<file path="src/ofs_pkg.sv">
// Purpose: Constants and types shared by the output function selector.
// Assumes: One system clock; feature codes are chosen locally.
// Notes:   Code zero selects nothing and keeps an output off.

package ofs_pkg;

  // Number of configurable outputs and width of a feature-select code.
  localparam int unsigned NUM_OUT  = 8;
  localparam int unsigned SEL_W    = 6;
  localparam int unsigned NUM_FEAT = 64;

  // Value of every output register after reset.
  localparam logic [NUM_OUT-1:0] OUT_RST = 8'h00;
  localparam logic               LATCH_RST = 1'b0;

  // Feature-select codes, one per selectable condition.
  localparam logic [SEL_W-1:0] SEL_NONE         = 6'h00;
  localparam logic [SEL_W-1:0] SEL_HI_TEMP_FAIL = 6'h01;
  localparam logic [SEL_W-1:0] SEL_HI_TEMP_WARN = 6'h02;
  localparam logic [SEL_W-1:0] SEL_LO_OIL_FAIL  = 6'h03;
  localparam logic [SEL_W-1:0] SEL_LO_OIL_WARN  = 6'h04;
  localparam logic [SEL_W-1:0] SEL_UNDER_SPD_F  = 6'h05;
  localparam logic [SEL_W-1:0] SEL_UNDER_SPD_W  = 6'h06;
  localparam logic [SEL_W-1:0] SEL_OVER_SPD_F   = 6'h07;
  localparam logic [SEL_W-1:0] SEL_OVER_SPD_W   = 6'h08;
  localparam logic [SEL_W-1:0] SEL_LO_FUEL_FAIL = 6'h09;
  localparam logic [SEL_W-1:0] SEL_LO_FUEL_WARN = 6'h0A;
  localparam logic [SEL_W-1:0] SEL_BATT_FAIL    = 6'h0B;
  localparam logic [SEL_W-1:0] SEL_BATT_WARN    = 6'h0C;
  localparam logic [SEL_W-1:0] SEL_LO_COOLANT   = 6'h0D;
  localparam logic [SEL_W-1:0] SEL_NOT_AUTO     = 6'h0E;
  localparam logic [SEL_W-1:0] SEL_GEN_FAIL     = 6'h0F;
  localparam logic [SEL_W-1:0] SEL_CRANK_REST   = 6'h10;
  localparam logic [SEL_W-1:0] SEL_ENG_RUN      = 6'h11;
  localparam logic [SEL_W-1:0] SEL_ENG_CRANK    = 6'h12;
  localparam logic [SEL_W-1:0] SEL_AC_UV_WARN   = 6'h13;
  localparam logic [SEL_W-1:0] SEL_AC_OV_WARN   = 6'h14;
  localparam logic [SEL_W-1:0] SEL_AC_OC_WARN   = 6'h15;
  localparam logic [SEL_W-1:0] SEL_BASIN_WARN   = 6'h16;
  localparam logic [SEL_W-1:0] SEL_LO_TEMP_WARN = 6'h17;
  localparam logic [SEL_W-1:0] SEL_BACKLIGHT    = 6'h18;
  localparam logic [SEL_W-1:0] SEL_AUX_WARN     = 6'h19;
  localparam logic [SEL_W-1:0] SEL_MAINT        = 6'h1A;
  localparam logic [SEL_W-1:0] SEL_SYS_READY    = 6'h1B;
  localparam logic [SEL_W-1:0] SEL_COMMON_1     = 6'h1C;
  localparam logic [SEL_W-1:0] SEL_COMMON_2     = 6'h1D;
  localparam logic [SEL_W-1:0] SEL_DUMMY_LOAD   = 6'h1E;
  localparam logic [SEL_W-1:0] SEL_HI_FUEL      = 6'h1F;
  localparam logic [SEL_W-1:0] SEL_CUR_LATCH    = 6'h20;
  localparam logic [SEL_W-1:0] SEL_CFG_WARN_1   = 6'h21;
  localparam logic [SEL_W-1:0] SEL_CFG_WARN_2   = 6'h22;
  localparam logic [SEL_W-1:0] SEL_CFG_FAIL_1   = 6'h23;
  localparam logic [SEL_W-1:0] SEL_CFG_FAIL_2   = 6'h24;
  localparam logic [SEL_W-1:0] SEL_WARM_UP      = 6'h25;

endpackage

</file>
<file path="src/ofs_output_function_selector.sv">
// Purpose: Routes one controller condition to each configurable digital output.
// Assumes: Condition inputs are synchronous to clock_i; select codes are static.
// Notes:   Outputs are registered, so each follows its condition one edge later.
// What this block does
// - High temperature failure and warning selections follow their conditions.
// - Low oil pressure failure and warning selections follow their conditions.
// - Under-speed and over-speed failure and warning selections follow conditions.
// - Low fuel failure and warning selections follow their conditions.
// - Battery failure or warning is low OR high battery condition.
// - Low coolant failure selection follows the coolant failure input.
// - Not-in-auto selection is on whenever state is not automatic.
// - General failure selection is the OR of all failures.
// - Crank rest selection is on only during the rest after a crank.
// - Engine running selection is on while the run state lasts.
// - Engine cranking selection mirrors the crank output exactly.
// - AC under-voltage, over-voltage, over-current warning selections follow conditions.
// - Fuel-in-basin and low temperature warning selections follow conditions.
// - Backlight selection is off while in sleep, on otherwise.
// - Auxiliary warning selection follows the auxiliary warning input.
// - Maintenance selection is on while service is due.
// - System ready is automatic state with no non-excluded warning.
// - Two common fault selections follow their fault groupings.
// - Dummy load selection hands the output to the dummy load function.
// - High fuel level selection follows its digital input.
// - Current latch sets on enabled high current warning; only user clears.
// - Four configurable warning and failure echoes follow their inputs.
// - Each feature may be assigned to at most one output.
// - Warm-up output off during warm-up and outside run mode.

`timescale 1ns/10ps
`default_nettype none

module ofs_output_function_selector (
  input  wire logic                                  clock_i,
  input  wire logic                                  arst_n_i,
  input  wire logic [ofs_pkg::NUM_OUT*ofs_pkg::SEL_W-1:0] out_sel_i,
  input  wire logic                                  hi_temp_fail_i,
  input  wire logic                                  hi_temp_warn_i,
  input  wire logic                                  lo_oil_fail_i,
  input  wire logic                                  lo_oil_warn_i,
  input  wire logic                                  under_spd_fail_i,
  input  wire logic                                  under_spd_warn_i,
  input  wire logic                                  over_spd_fail_i,
  input  wire logic                                  over_spd_warn_i,
  input  wire logic                                  lo_fuel_fail_i,
  input  wire logic                                  lo_fuel_warn_i,
  input  wire logic                                  lo_batt_fail_i,
  input  wire logic                                  hi_batt_fail_i,
  input  wire logic                                  lo_batt_warn_i,
  input  wire logic                                  hi_batt_warn_i,
  input  wire logic                                  lo_coolant_fail_i,
  input  wire logic                                  state_auto_i,
  input  wire logic                                  other_fail_i,
  input  wire logic                                  other_warn_i,
  input  wire logic                                  state_crank_rest_i,
  input  wire logic                                  state_run_i,
  input  wire logic                                  crank_out_i,
  input  wire logic                                  ac_uv_warn_i,
  input  wire logic                                  ac_ov_warn_i,
  input  wire logic                                  ac_oc_warn_i,
  input  wire logic                                  basin_warn_i,
  input  wire logic                                  lo_temp_warn_i,
  input  wire logic                                  sleep_i,
  input  wire logic                                  aux_warn_in_i,
  input  wire logic                                  maint_due_i,
  input  wire logic                                  common_fault_1_i,
  input  wire logic                                  common_fault_2_i,
  input  wire logic                                  dummy_load_ctl_i,
  input  wire logic                                  hi_fuel_in_i,
  input  wire logic                                  cur_warn_latch_en_i,
  input  wire logic                                  hi_cur_warn_i,
  input  wire logic                                  cur_latch_clr_i,
  input  wire logic                                  cfg_warn_1_in_i,
  input  wire logic                                  cfg_warn_2_in_i,
  input  wire logic                                  cfg_fail_1_in_i,
  input  wire logic                                  cfg_fail_2_in_i,
  input  wire logic                                  warm_up_done_i,
  output logic      [ofs_pkg::NUM_OUT-1:0]           out_o,
  output logic      [ofs_pkg::NUM_OUT-1:0]           sel_conflict_o,
  output logic                                       cur_latch_o
);

  ////////////////////////////////////////////////////////////////////////////////
  // Condition vector, indexed by feature-select code.

  logic [ofs_pkg::NUM_FEAT-1:0] cond;
  logic                         any_fail;
  logic                         ready_warn;
  logic                         cur_latch_r;
  logic                         cur_latch_nxt;

  // Every failure feeds the general failure term.
  assign any_fail = hi_temp_fail_i | lo_oil_fail_i | under_spd_fail_i
                  | over_spd_fail_i | lo_fuel_fail_i | lo_batt_fail_i
                  | hi_batt_fail_i | lo_coolant_fail_i | cfg_fail_1_in_i
                  | cfg_fail_2_in_i | other_fail_i;

  // Warnings that spoil readiness; battery voltage warnings are left out.
  assign ready_warn = hi_temp_warn_i | lo_oil_warn_i | under_spd_warn_i
                    | over_spd_warn_i | lo_fuel_warn_i | ac_uv_warn_i
                    | ac_ov_warn_i | ac_oc_warn_i | basin_warn_i
                    | lo_temp_warn_i | aux_warn_in_i | hi_fuel_in_i
                    | cfg_warn_1_in_i | cfg_warn_2_in_i | other_warn_i
                    | hi_cur_warn_i;

  // Map each selectable condition to its code; unused codes stay zero.
  always_comb begin
    cond = '0;
    cond[ofs_pkg::SEL_HI_TEMP_FAIL] = hi_temp_fail_i;
    cond[ofs_pkg::SEL_HI_TEMP_WARN] = hi_temp_warn_i;
    cond[ofs_pkg::SEL_LO_OIL_FAIL]  = lo_oil_fail_i;
    cond[ofs_pkg::SEL_LO_OIL_WARN]  = lo_oil_warn_i;
    cond[ofs_pkg::SEL_UNDER_SPD_F]  = under_spd_fail_i;
    cond[ofs_pkg::SEL_UNDER_SPD_W]  = under_spd_warn_i;
    cond[ofs_pkg::SEL_OVER_SPD_F]   = over_spd_fail_i;
    cond[ofs_pkg::SEL_OVER_SPD_W]   = over_spd_warn_i;
    cond[ofs_pkg::SEL_LO_FUEL_FAIL] = lo_fuel_fail_i;
    cond[ofs_pkg::SEL_LO_FUEL_WARN] = lo_fuel_warn_i;
    cond[ofs_pkg::SEL_BATT_FAIL]    = lo_batt_fail_i | hi_batt_fail_i;
    cond[ofs_pkg::SEL_BATT_WARN]    = lo_batt_warn_i | hi_batt_warn_i;
    cond[ofs_pkg::SEL_LO_COOLANT]   = lo_coolant_fail_i;
    cond[ofs_pkg::SEL_NOT_AUTO]     = ~state_auto_i;
    cond[ofs_pkg::SEL_GEN_FAIL]     = any_fail;
    cond[ofs_pkg::SEL_CRANK_REST]   = state_crank_rest_i;
    cond[ofs_pkg::SEL_ENG_RUN]      = state_run_i;
    cond[ofs_pkg::SEL_ENG_CRANK]    = crank_out_i;
    cond[ofs_pkg::SEL_AC_UV_WARN]   = ac_uv_warn_i;
    cond[ofs_pkg::SEL_AC_OV_WARN]   = ac_ov_warn_i;
    cond[ofs_pkg::SEL_AC_OC_WARN]   = ac_oc_warn_i;
    cond[ofs_pkg::SEL_BASIN_WARN]   = basin_warn_i;
    cond[ofs_pkg::SEL_LO_TEMP_WARN] = lo_temp_warn_i;
    cond[ofs_pkg::SEL_BACKLIGHT]    = ~sleep_i;
    cond[ofs_pkg::SEL_AUX_WARN]     = aux_warn_in_i;
    cond[ofs_pkg::SEL_MAINT]        = maint_due_i;
    cond[ofs_pkg::SEL_SYS_READY]    = state_auto_i & ~ready_warn;
    cond[ofs_pkg::SEL_COMMON_1]     = common_fault_1_i;
    cond[ofs_pkg::SEL_COMMON_2]     = common_fault_2_i;
    cond[ofs_pkg::SEL_DUMMY_LOAD]   = dummy_load_ctl_i;
    cond[ofs_pkg::SEL_HI_FUEL]      = hi_fuel_in_i;
    // Use the next latch value so the output turns on with the latch itself.
    cond[ofs_pkg::SEL_CUR_LATCH]    = cur_latch_nxt;
    cond[ofs_pkg::SEL_CFG_WARN_1]   = cfg_warn_1_in_i;
    cond[ofs_pkg::SEL_CFG_WARN_2]   = cfg_warn_2_in_i;
    cond[ofs_pkg::SEL_CFG_FAIL_1]   = cfg_fail_1_in_i;
    cond[ofs_pkg::SEL_CFG_FAIL_2]   = cfg_fail_2_in_i;
    cond[ofs_pkg::SEL_WARM_UP]      = state_run_i & warm_up_done_i;
  end

  ////////////////////////////////////////////////////////////////////////////////
  // Current warning latch.

  // A new warning wins over a user clear arriving in the same cycle.
  assign cur_latch_nxt = (cur_warn_latch_en_i & hi_cur_warn_i)
                       | (cur_latch_r & ~cur_latch_clr_i);

  // The latch holds until the user clears it.
  always_ff @(posedge clock_i or negedge arst_n_i) begin
    if (!arst_n_i) begin
      cur_latch_r <= ofs_pkg::LATCH_RST;
    end else begin
      cur_latch_r <= cur_latch_nxt;
    end
  end

  assign cur_latch_o = cur_latch_r;

  ////////////////////////////////////////////////////////////////////////////////
  // Per-output selection and conflict check.

  genvar g;
  generate
    for (g = 0; g < ofs_pkg::NUM_OUT; g++) begin : g_out
      logic [ofs_pkg::SEL_W-1:0] sel;
      logic [ofs_pkg::NUM_OUT-1:0] dup;

      assign sel = out_sel_i[g*ofs_pkg::SEL_W +: ofs_pkg::SEL_W];

      // Flag a feature that another output also selects.
      always_comb begin
        dup = '0;
        for (int k = 0; k < ofs_pkg::NUM_OUT; k++) begin
          if (k != g && sel != ofs_pkg::SEL_NONE &&
              out_sel_i[k*ofs_pkg::SEL_W +: ofs_pkg::SEL_W] == sel) begin
            dup[k] = 1'b1;
          end
        end
      end

      // Outputs refresh every edge and clear under reset.
      always_ff @(posedge clock_i or negedge arst_n_i) begin
        if (!arst_n_i) begin
          out_o[g]          <= ofs_pkg::OUT_RST[g];
          sel_conflict_o[g] <= ofs_pkg::OUT_RST[g];
        end else begin
          out_o[g]          <= cond[sel] & ~|dup;
          sel_conflict_o[g] <= |dup;
        end
      end
    end
  endgenerate

endmodule

`default_nettype wire

</file>
<file path="config.mk">
export PLATFORM = sky130hd
export DESIGN_NAME = ofs_output_function_selector
export DESIGN_NICKNAME = d
export VERILOG_FILES = /design/src/ofs_pkg.sv /design/src/ofs_output_function_selector.sv
export SDC_FILE = /design/constraint.sdc
export NUM_CORES = 1
export LEC_CHECK = 0
export BUFFER_PORTS_ARGS = -buffer_cell sky130_fd_sc_hd__buf_2
export CAP_MARGIN = 10
export CORE_MARGIN = 3
export CORE_UTILIZATION = 40
export DETAILED_ROUTE_END_ITERATION = 10
export GPL_ROUTABILITY_DRIVEN = 0
export PLACE_DENSITY_LB_ADDON = 0.3
export SLEW_MARGIN = 15
export SYNTH_ARGS = -nofsm -noshare
export SYNTH_HDL_FRONTEND = slang
export SYNTH_SLANG_ARGS = --single-unit
</file>
<file path="constraint.sdc">
create_clock -name clock_i -period 2.2 [get_ports clock_i]
set_input_delay 0.11 -clock clock_i [delete_from_list [all_inputs] [get_ports clock_i]]
set_output_delay 0.11 -clock clock_i [all_outputs]
set_load 0.05 [all_outputs]
</file>
==> results of run 1 <==
-- layer usage --
| metal | track usage, % | wire, µm | vias up |
|---|---|---|---|
| li1 | - | - | 2754 |
| met1 | 40.63 | 9764 | 2950 |
| met2 | 41.38 | 9849 | 401 |
| met3 | 3.832 | 2412 | 55 |
| met4 | 10.47 | 764 | 0 |
| met5 | 1.858 | 0 | - |
-- layout make-up --
type,instances,area share [%]
clock buffers,4,1.226
well taps,180,3.503
inverters,16,0.9342
flip-flops and latches,17,6.617
multi-input cells,607,75.61
repair buffers,134,12.11
-- sequential cells by signal, indices dropped and copies added, names as in the netlist --
register	flops
out_o	8
cur_latch_o	1
sel_conflict_o	8
-- layout by cell type, fill, tap and decap left out, types with 3 or more instances in the layout --
cell type    n
buf_2      107
xnor2_1    104
xor2_1      64
nand2_1     49
nor3_1      46
mux2i_1     40
mux4_2      34
nor2_1      33
o21ai_0     31
a21oi_1     30
nand4_1     27
buf_4       23
dfrtp_1     17
nor4_1      16
inv_1       16
nand2b_1    11
o2111ai_1   11
nand3_1      8
nand3b_1     8
o211ai_1     7
and2_1       6
mux2_2       6
o22ai_1      6
or4_1        5
and3b_1      4
mux4_1       4
o311ai_0     4
a2111oi_0    4
o211a_1      4
a2bb2oi_1    4
a32oi_1      4
or3_1        3
a31oi_1      3
nor3b_1      3
nor2b_1      3
a211oi_1     3
clkbuf_16    3
buf_12       3
-- worst paths after layout --
path                                 startpoint                 to  cells past startpoint
worst max-delay path                cur_latch_o           out_o[0]                      7
worst min-delay path            cur_latch_clr_i        cur_latch_o                      3
worst max register to register      cur_latch_o           out_o[0]                      7
worst min register to register      cur_latch_o        cur_latch_o                      3
max in group asynchronous              arst_n_i           out_o[3]                      2
min in group asynchronous              arst_n_i  sel_conflict_o[1]                      2
-- timing repair --
action,CTS,global route
hold buffers,1,0
resized for setup,0,0
endpoints found under the hold margin,17,0
-- kinds of logic after synthesis --
logic type	Yosys count
and+or+nand+nor	229
xor gates and xnor gates	168
AOI/OAI and AO/OA	125
buffers and inverters	112
muxes	85
DFF	17
-- tightest hold or removal path: stages --
cell	delay (ns)
buf_2	0.08
o21ai_1	0.04
buf_4	0.18
-- power by group through the flow --
stage / sequential (mW) / combinational, mW / clock (mW)
final: 0.364 / 1.49 / 0.394
after global routing: 0.367 / 1.59 / 0.419
after CTS: 0.365 / 1.47 / 0.404
after detailed placement: 0.370 / 1.46 / 0
after global placement: 0.370 / 1.45 / 0
after floorplan: 0.514 / 0.908 / 0
==> flow_summary_export.csv, run 1 <==
group,metric,value,unit
flow_run,cap_viol_max_count,0,
detailed_routing,drt_pre_antenna_iters,5,
final_layout,final_nets,870,
final_layout,syn2layout_area_growth,11.07,%
timing,slew_headroom,58.36,%
critical_path,path_delay_family,"compound AO/OA/AOI/OAI gates",
synth,ys.warnings.count,0,
synth,synth-simple-area-share,20.80,%
final_layout,multiInputGateArea,0.004861,mm²
synth,synthArstFlopShare,100.0,%
critical_path,critPathSlowestCell,"or4_1",
timing,fin_crit_sh,80.67,%
grt,antenna_found_initial,0,
detailed_routing,ant_nets,0,
clock_network,clkLatencyLatePin,0.26,ns
floorplan,row_count,43,
synth,synth-compound-area-share,14.38,%
timing,setup_ws,0.4253,ns
power_and_ir_drop,switching_share,47.45,%
final_layout,drive_above_1_share,23.26,%
final_layout,seqCellArea,425.4,µm²
timing,timing.clock.skew,0.001222,ns
clock_network,clockBufferDepth,2,
critical_path,setup.worst_path.end_class,"flip-flop",
power_and_ir_drop,intPower,1.181,mW
final_layout,fin_area,0.006429,mm²
placement,port_buffers,107,
power_and_ir_drop,power.switching,1.067,mW
clock_network,cts_tree,"done",
timing,setup_tns,0,ns
synth,post-synth-top-count-cell,"xnor2_1",
placement,place_ws,0.2661,ns
final_layout,fillCellCount,1403,
timing,rsz0062_at_grt,"false",
critical_path,start_kind,"flip-flop",
placement,dp_cells,953,
clock_network,clkSinkCount,17,
power_and_ir_drop,leakagePower,2.520,nW
floorplan,die_x,126.3,µm
detailed_routing,wl,22790,µm
floorplan,coreArea,0.01404,mm²
synth,synth_largest_area_cell,"xnor2_1",
synth,ys_types,58,
floorplan,fp.dieH,126.3,µm
power_and_ir_drop,pwr-share-comb,66.3,%
grt,grt_pass1_vias,5760,
placement,dpl.hpwl,16090,µm
clock_network,cts_root_buf,"clkbuf_16",
detailed_routing,drtIter0Drc,634,
clock_network,cts.clk_slew.worst_paths,0.06,ns
timing,fmax,563.5,MHz
synth,synthCells,736,
power_and_ir_drop,power.total,2.248,mW
detailed_routing,wire_per_inst,23.79,µm
floorplan,io_pins,108,
timing,setup_viol,0,
critical_path,path_cells,"inv_1 > o21ai_1 > buf_4 > mux4_2 > o21ai_0 > or4_1 > a32oi_1",
grt,grt_max_degree,27,
critical_path,crit_buf_inv,2,
synth,ys_ff_latch,17,
power_and_ir_drop,vdd_drop_max,218.2,µV
detailed_routing,viasPerCell,6.430,
clock_network,cts_made_buffers,3,
timing,worst_pin_slew,0.6247,ns
placement,place_area,0.006340,mm²
critical_path,cp.arrival,1.95,ns
power_and_ir_drop,p_clk_share,17.5,%
final_layout,instances_no_fill,958,
critical_path,criticalPathCategory,"reg2reg",
timing,slew_viol_final,0,
final_layout,final_util,45.78,%
timing,fin_crit,1.775,ns
floorplan,start_util,41.22,%
run_status,status,"finished, final reports clean",
synth,syn-num-nets,827,
grt,grt_util_all_layers,27.75,%
synth,synth_enable_flop_cells,0,
detailed_routing,drc,0,
synth,synth_top_family_by_area,"XOR/XNOR gates",
synth,synth_area_leaders,"xnor2_1 (16%), mux4_2 (13%), xor2_1 (9.7%)",
clock_network,cts_setup_buffers,0,
critical_path,rrSetupSlack,0.43,ns
synth,yosysTopAreaCellShare,15.74,%
final_layout,num_antenna_cells,0,
synth,synth_flop_cell,"dfrtp_1",
synth,avgSynthCellArea,7.864,µm²
clock_network,htree_levels,1,
synth,yosys.area_share.adder,0,%
critical_path,required,2.37,ns
timing,hold_viol,0,
power_and_ir_drop,power_density,349.6,mW/mm²
synth,ys_top_cells_by_count,"xnor2_1 (104), xor2_1 (64), buf_2 (55), nand2_1 (49), nor3_1 (46)",
synth,synth.area.mux_share,23.39,%
timing,holdWs,0.2060,ns
synth,syn_area,0.005788,mm²
power_and_ir_drop,seq_power_share,16.2,%
grt,grt_pass1_wl,34530,µm
critical_path,slowest_delay,0.41,ns
critical_path,crit_fanout,9,
worst_hold_path,hold_path.class,"in2reg",
synth,ys_seq_area_share,7.350,%
floorplan,dieArea,0.01595,mm²
detailed_routing,route.vias.total,6160,
synth,synthXorXnorAreaFrac,25.42,%
grt,gr-total-overflow,0,
No activity file was read; power rests on OpenSTA's default activity.
==> run 2: changes to the inputs <==
ABC_AREA = 1   (was not set)
clock period = 1.7 ns   (was 2.2 ns; I/O delays follow)
==> run 2 against run 1 <==
Count of clock-buffer cells in the layout unchanged; clock power increased by 22%; sequential power increased by 29%; first-iteration DRC count increased to 2.5 times the previous value; flip-flop and latch count unchanged; synthesized cell count increased by 65%; non-clock buffer count increased by 45; critical path type unchanged; critical endpoint is now out_o[5]; combinational power increased by 45%.
==> flow_summary_export.csv, run 2 <==
group,metric,value,unit
power_and_ir_drop,leakagePower,3.702,nW
synth,synth-compound-area-share,24.20,%
floorplan,row_count,45,
clock_network,cts_setup_buffers,0,
detailed_routing,wire_per_inst,20.43,µm
synth,synth_area_leaders,"nand2_1 (24%), a21oi_1 (11%), o21ai_0 (7.1%)",
critical_path,r2r_cells,8,
critical_path,path_delay_family,"simple AND/OR/NAND/NOR gates",
synth,syn_area,0.006286,mm²
power_and_ir_drop,power.total,3.113,mW
timing,fin_crit_sh,86.89,%
grt,grt_pass1_vias,8707,
floorplan,dieArea,0.01726,mm²
final_layout,seqCellArea,425.4,µm²
floorplan,fp.dieH,131.4,µm
clock_network,htree_levels,1,
final_layout,multiInputGateArea,0.004900,mm²
synth,ys_seq_area_share,6.768,%
synth,synth-simple-area-share,45.44,%
timing,setup_tns,0,ns
synth,ys_ff_latch,17,
grt,grt_pass1_wl,47710,µm
detailed_routing,route.vias.total,9238,
synth,avgSynthCellArea,5.161,µm²
timing,rsz0062_at_grt,"false",
synth,syn-num-nets,1309,
final_layout,fin_area,0.007119,mm²
final_layout,final_common_cell,"nand2_1",
clock_network,cts_root_buf,"clkbuf_16",
synth,synth_flop_cell,"dfrtp_1",
critical_path,cp_common_cell,"nand2_1",
clock_network,cts.clk_slew.worst_paths,0.05,ns
critical_path,cp.arrival,1.61,ns
clock_network,clockBufferDepth,2,
critical_path,criticalPathCategory,"reg2reg",
detailed_routing,drc,0,
final_layout,drive_above_1_share,17.29,%
worst_hold_path,hold_depth,5,
worst_hold_path,min_from,"out_sel_i[28]",
synth,yosys.area_share.adder,0,%
detailed_routing,ant_nets,0,
clock_network,clkSinkCount,17,
detailed_routing,viasPerCell,6.110,
clock_network,cts_made_buffers,3,
timing,setup_ws,0.2228,ns
worst_hold_path,worstHoldEndpoint,"out_o[4]",
synth,synthArstFlopShare,100.0,%
timing,worst_pin_slew,0.5815,ns
synth,post-synth-top-count-cell,"nand2_1",
synth,synthXorXnorAreaFrac,8.221,%
final_layout,fillCellCount,1718,
flow_run,cap_viol_max_count,0,
final_layout,final_util,46.49,%
critical_path,critPathSlowestCell,"dfrtp_1",
critical_path,reg2reg_from,"cur_latch_o",
critical_path,path_cells,"nand2_1 > nand2_1 > o221ai_1 > nand2_1 > nand3_1 > nand2_1 > nand3_1 > nor2_1",
floorplan,start_util,41.05,%
critical_path,required,1.83,ns
final_layout,num_antenna_cells,0,
synth,yosysTopAreaCellShare,23.95,%
timing,slew_headroom,60.82,%
placement,port_buffers,107,
timing,timing.clock.skew,0.003599,ns
placement,dpl.hpwl,23490,µm
synth,synth.area.mux_share,0,%
final_layout,instances_no_fill,1512,
critical_path,setup.worst_path.end_class,"flip-flop",
detailed_routing,drtIter0Drc,1589,
final_layout,syn2layout_area_growth,13.26,%
critical_path,start_kind,"flip-flop",
timing,holdWs,0.2380,ns
synth,ys_types,32,
floorplan,io_pins,108,
grt,gr-total-overflow,0,
critical_path,crit_buf_inv,0,
critical_path,rrSetupSlack,0.22,ns
power_and_ir_drop,vdd_drop_max,381.6,µV
synth,synth_largest_area_cell,"nand2_1",
timing,fin_crit,1.477,ns
timing,fmax,677.0,MHz
detailed_routing,drt_pre_antenna_iters,7,
floorplan,die_x,131.4,µm
grt,grt_max_degree,19,
synth,synthCells,1218,
synth,ys_top_cells_by_count,"nand2_1 (401), a21oi_1 (141), nor2_1 (102), o21ai_0 (89), nand3_1 (76)",
clock_network,clkLatencyLatePin,0.25,ns
timing,slew_viol_final,0,
timing,setup_viol,0,
detailed_routing,wl,30880,µm
grt,antenna_found_initial,0,
run_status,status,"finished, final reports clean",
synth,ys.warnings.count,0,
placement,dp_cells,1507,
synth,synth_top_family_by_area,"simple AND/OR/NAND/NOR gates",
synth,synth_enable_flop_cells,0,
placement,place_area,0.007025,mm²
placement,place_ws,0.08420,ns
clock_network,cts_tree,"done",
power_and_ir_drop,power_density,437.2,mW/mm²
final_layout,final_nets,1393,
final_layout,layout_common_cells,"nand2_1 (401), a21oi_1 (141), buf_2 (107)",
grt,grt_util_all_layers,34.38,%
critical_path,crit_fanout,9,
floorplan,coreArea,0.01531,mm²
worst_hold_path,hold_path.class,"in2reg",
critical_path,rr_endpoint,"out_o[5]",
critical_path,slowest_delay,0.37,ns
timing,hold_viol,0,
[run 2: changes by cell type after synthesis, sizes merged, moves of 40 or more]
cell and change:
a21oi +112, mux2i -40, nand2 +356, xnor2 -92, nand3 +68, nor2 +77
inv +76, o21ai +61
[run 2: how the worst max path moves through the flow]
stage | startpoint | endpoint | slack [ns] | cells past startpoint
2_1_floorplan | cur_latch_o | out_o[4] | 0.26 | 8
3_3_place_gp | out_sel_i[30] | out_o[5] | 0.11 | 10
3_5_place_dp | out_sel_i[30] | out_o[5] | 0.08 | 10
4_1_cts | cur_latch_o | out_o[5] | 0.25 | 8
5_1_grt | cur_latch_o | out_o[4] | 0.08 | 8
6_report | cur_latch_o | out_o[5] | 0.22 | 8
[run 2: cells by family after synthesis]
| family | after synthesis |
|---|---|
| DFF | 17 |
| and+or+nand+nor | 670 |
| buffers and inverters | 194 |
| AOI/OAI and AO/OA | 278 |
| xor gates and xnor gates | 59 |
[run 2: layout make-up]
cell class	count	area share [%]
clock buffers	4	1.107
inverters	94	5.062
multi-input cells	1007	68.82
flip-flops and latches	17	5.975
well taps	211	3.708
repair buffers	179	15.33
[run 2: what timing repair did]
item	in CTS	in global routing
gates resized for setup	0	1
hold buffers	1	0
endpoints found under the setup margin	0	1
hold endpoints to repair	17	0
[run 2: worst min-delay path, stage by stage]
cell,delay [ns]
buf_2,0.13
nand2_1,0.07
a21oi_1,0.04
nor2_1,0.08
nor2_1,0.04
[run 2: layer usage]
layer	track usage [%]	share of wire (%)	vias up	wire length, µm
met5	0	0	-	0
met4	22.35	7.9	0	2437
met3	7.848	15	194	4631
met2	51.76	41	859	12760
met1	44.04	36	4005	11060
li1	-	-	4180	-
[run 2: report_power, final]
group          total [mW]  switching (mW)  internal, mW  leakage [nW]
combinational        2.16            1.51         0.654          3.45
clock               0.481           0.162         0.319        0.0382
sequential          0.470          0.0144         0.456         0.218
total                3.11            1.68          1.43          3.70
==> run 3: changes to the inputs <==
BUFFER_PORTS_ARGS = not set   (was -buffer_cell sky130_fd_sc_hd__buf_2)
DONT_BUFFER_PORTS = 1   (was not set)
==> run 3 against run 2 <==
Register-to-register slack improved by 0.04 ns; power decreased by 21%; non-clock buffer count decreased by 165; design area decreased by 14%; hold slack got worse by 0.23 ns; via count decreased by 7.9%; clock skew increased by 0.00055 ns; routed wire length decreased by 2.4%; global-route usage decreased by 1.1 points; largest cell class unchanged; largest power group unchanged; highest routed layer unchanged.
==> flow_summary_export.csv, run 3 (synthesis gave the netlist of run 2 again) <==
group,metric,value,unit
clock_network,cts.clk_slew.worst_paths,0.05,ns
timing,fin_crit_sh,84.62,%
grt,grt_util_all_layers,33.28,%
timing,worst_pin_slew,0.8364,ns
clock_network,cts_root_buf,"clkbuf_16",
final_layout,layout_common_cells,"nand2_1 (401), a21oi_1 (141), nor2_1 (102)",
timing,setup_viol,0,
grt,antenna_found_initial,0,
clock_network,cts_tree,"done",
placement,place_ws,0.1027,ns
timing,fmax,695.2,MHz
power_and_ir_drop,switching_share,49.01,%
placement,port_buffers,0,
final_layout,syn2layout_area_growth,-2.468,%
critical_path,startpoint,"cur_latch_o",
detailed_routing,ant_nets,0,
clock_network,clkLatencyLatePin,0.25,ns
worst_hold_path,hold_depth,3,
floorplan,coreArea,0.01531,mm²
critical_path,rr_endpoint,"out_o[2]",
timing,holdWs,0.01157,ns
grt,met2_usage,51.07,%
critical_path,setup.worst_path.end_class,"flip-flop",
flow_run,cap_viol_max_count,0,
critical_path,criticalPathCategory,"reg2reg",
final_layout,seqCellArea,425.4,µm²
floorplan,row_count,45,
floorplan,die_x,131.4,µm
final_layout,instances_no_fill,1347,
power_and_ir_drop,seq_power_share,27.0,%
critical_path,reg2reg_from,"cur_latch_o",
power_and_ir_drop,vdd_drop_max,297.1,µV
grt,grt_use_met1,41.69,%
timing,rsz0062_at_grt,"false",
detailed_routing,wl,30150,µm
power_and_ir_drop,power.switching,1.200,mW
detailed_routing,drtIter0Drc,1512,
detailed_routing,drc,0,
critical_path,required,1.83,ns
timing,slew_viol_final,0,
clock_network,cts_setup_buffers,0,
detailed_routing,viasPerCell,6.315,
final_layout,drive_above_1_share,5.194,%
timing,setup_tns,0,ns
power_and_ir_drop,leakagePower,2.983,nW
critical_path,start_kind,"flip-flop",
critical_path,r2r_cells,8,
floorplan,fp.dieH,131.4,µm
clock_network,htree_levels,1,
final_layout,num_antenna_cells,0,
clock_network,cts_resized,0,
critical_path,cp.arrival,1.57,ns
grt,met3_usage,8.116,%
clock_network,cts_made_buffers,3,
power_and_ir_drop,intPower,1.248,mW
detailed_routing,wire_per_inst,22.38,µm
power_and_ir_drop,p_clk_share,19.4,%
clock_network,clockBufferDepth,2,
timing,slew_headroom,44.06,%
placement,dp_cells,1342,
power_and_ir_drop,power_density,399.3,mW/mm²
floorplan,dieArea,0.01726,mm²
power_and_ir_drop,pwr-share-comb,53.7,%
timing,hold_viol,0,
placement,dpl.hpwl,22290,µm
final_layout,final_nets,1228,
final_layout,fillCellCount,1784,
worst_hold_path,worstHoldEndpoint,"out_o[0]",
floorplan,io_pins,108,
grt,grt_max_degree,28,
worst_hold_path,hold_path.class,"in2reg",
final_layout,final_common_cell,"nand2_1",
critical_path,crit_fanout,9,
clock_network,clkSinkCount,17,
final_layout,final_util,40.03,%
grt,grt_pass1_wl,45620,µm
timing,setup_ws,0.2615,ns
timing,fin_crit,1.438,ns
grt,gr-total-overflow,0,
grt,top_usage_layer,"met2",
worst_hold_path,min_from,"out_sel_i[5]",
grt,grt_pass1_vias,7795,
detailed_routing,route.vias.total,8506,
run_status,status,"finished, final reports clean",
floorplan,start_util,41.05,%
critical_path,rrSetupSlack,0.26,ns
timing,timing.clock.skew,0.004146,ns
final_layout,multiInputGateArea,0.004895,mm²
detailed_routing,drt_pre_antenna_iters,7,
==> run 3: cell count changes in the layout (fill, tap and decap cells not counted) <==
cell,previous run,this run
nor3_2,4,3
buf_4,70,13
buf_12,1,0
nor3_1,28,29
buf_2,107,0
==> run 3: routing by layer <==
layer  part of all wire [%]  routed length [µm]
met1                     35               10620
met2                     42               12810
met3                     14                4329
met4                    7.9                2396
met5                      0                   0
==> run 3: cell type report <==
type | instances | share of cell area (%)
well taps | 211 | 4.306
inverters | 94 | 5.878
flip-flops and latches | 17 | 6.939
clock buffers | 4 | 1.286
repair buffers | 14 | 1.755
multi-input cells | 1007 | 79.84
==> run 3: power by group through the flow <==
| stage | Sequential [mW] | Combinational, mW | Clock (mW) |
|---|---|---|---|
| floorplan | 0.666 | 1.22 | 0 |
| global placement | 0.671 | 1.25 | 0 |
| detailed placement | 0.671 | 1.26 | 0 |
| CTS | 0.663 | 1.27 | 0.483 |
| global route | 0.664 | 1.46 | 0.506 |
| finish | 0.660 | 1.31 | 0.474 |
==> run 3: critical path, cell delays in order (launching register included) <==
cell	delay [ns]
dfrtp_1	0.37
nand2_1	0.06
nand2_1	0.26
o221ai_1	0.27
nand2_1	0.08
nand2_1	0.10
nand2_1	0.05
nand3_1	0.07
a21oi_1	0.04
==> run 3: through the flow <==
stage	area [µm²]	power (mW)
detailed placement	6042	1.931
global route	6131	2.626
floorplan	6286	1.888
CTS	6131	2.421
global placement	6042	1.923
finish	6131	2.448
==> run 3: how the worst max path moves through the flow <==
stage | endpoint | slack, ns | cells past startpoint
2_1_floorplan | out_o[4] | 0.26 | 8
3_3_place_gp | out_o[7] | 0.12 | 9
3_5_place_dp | out_o[7] | 0.10 | 9
4_1_cts | out_o[2] | 0.32 | 8
5_1_grt | out_o[4] | 0.17 | 8
6_report | out_o[2] | 0.26 | 8
==> run 3: what timing repair did <==
action | 4_1_cts | 5_1_grt
setup endpoints to repair | 0 | 0
hold buffers | 1 | 0
hold endpoints to repair | 17 | 0
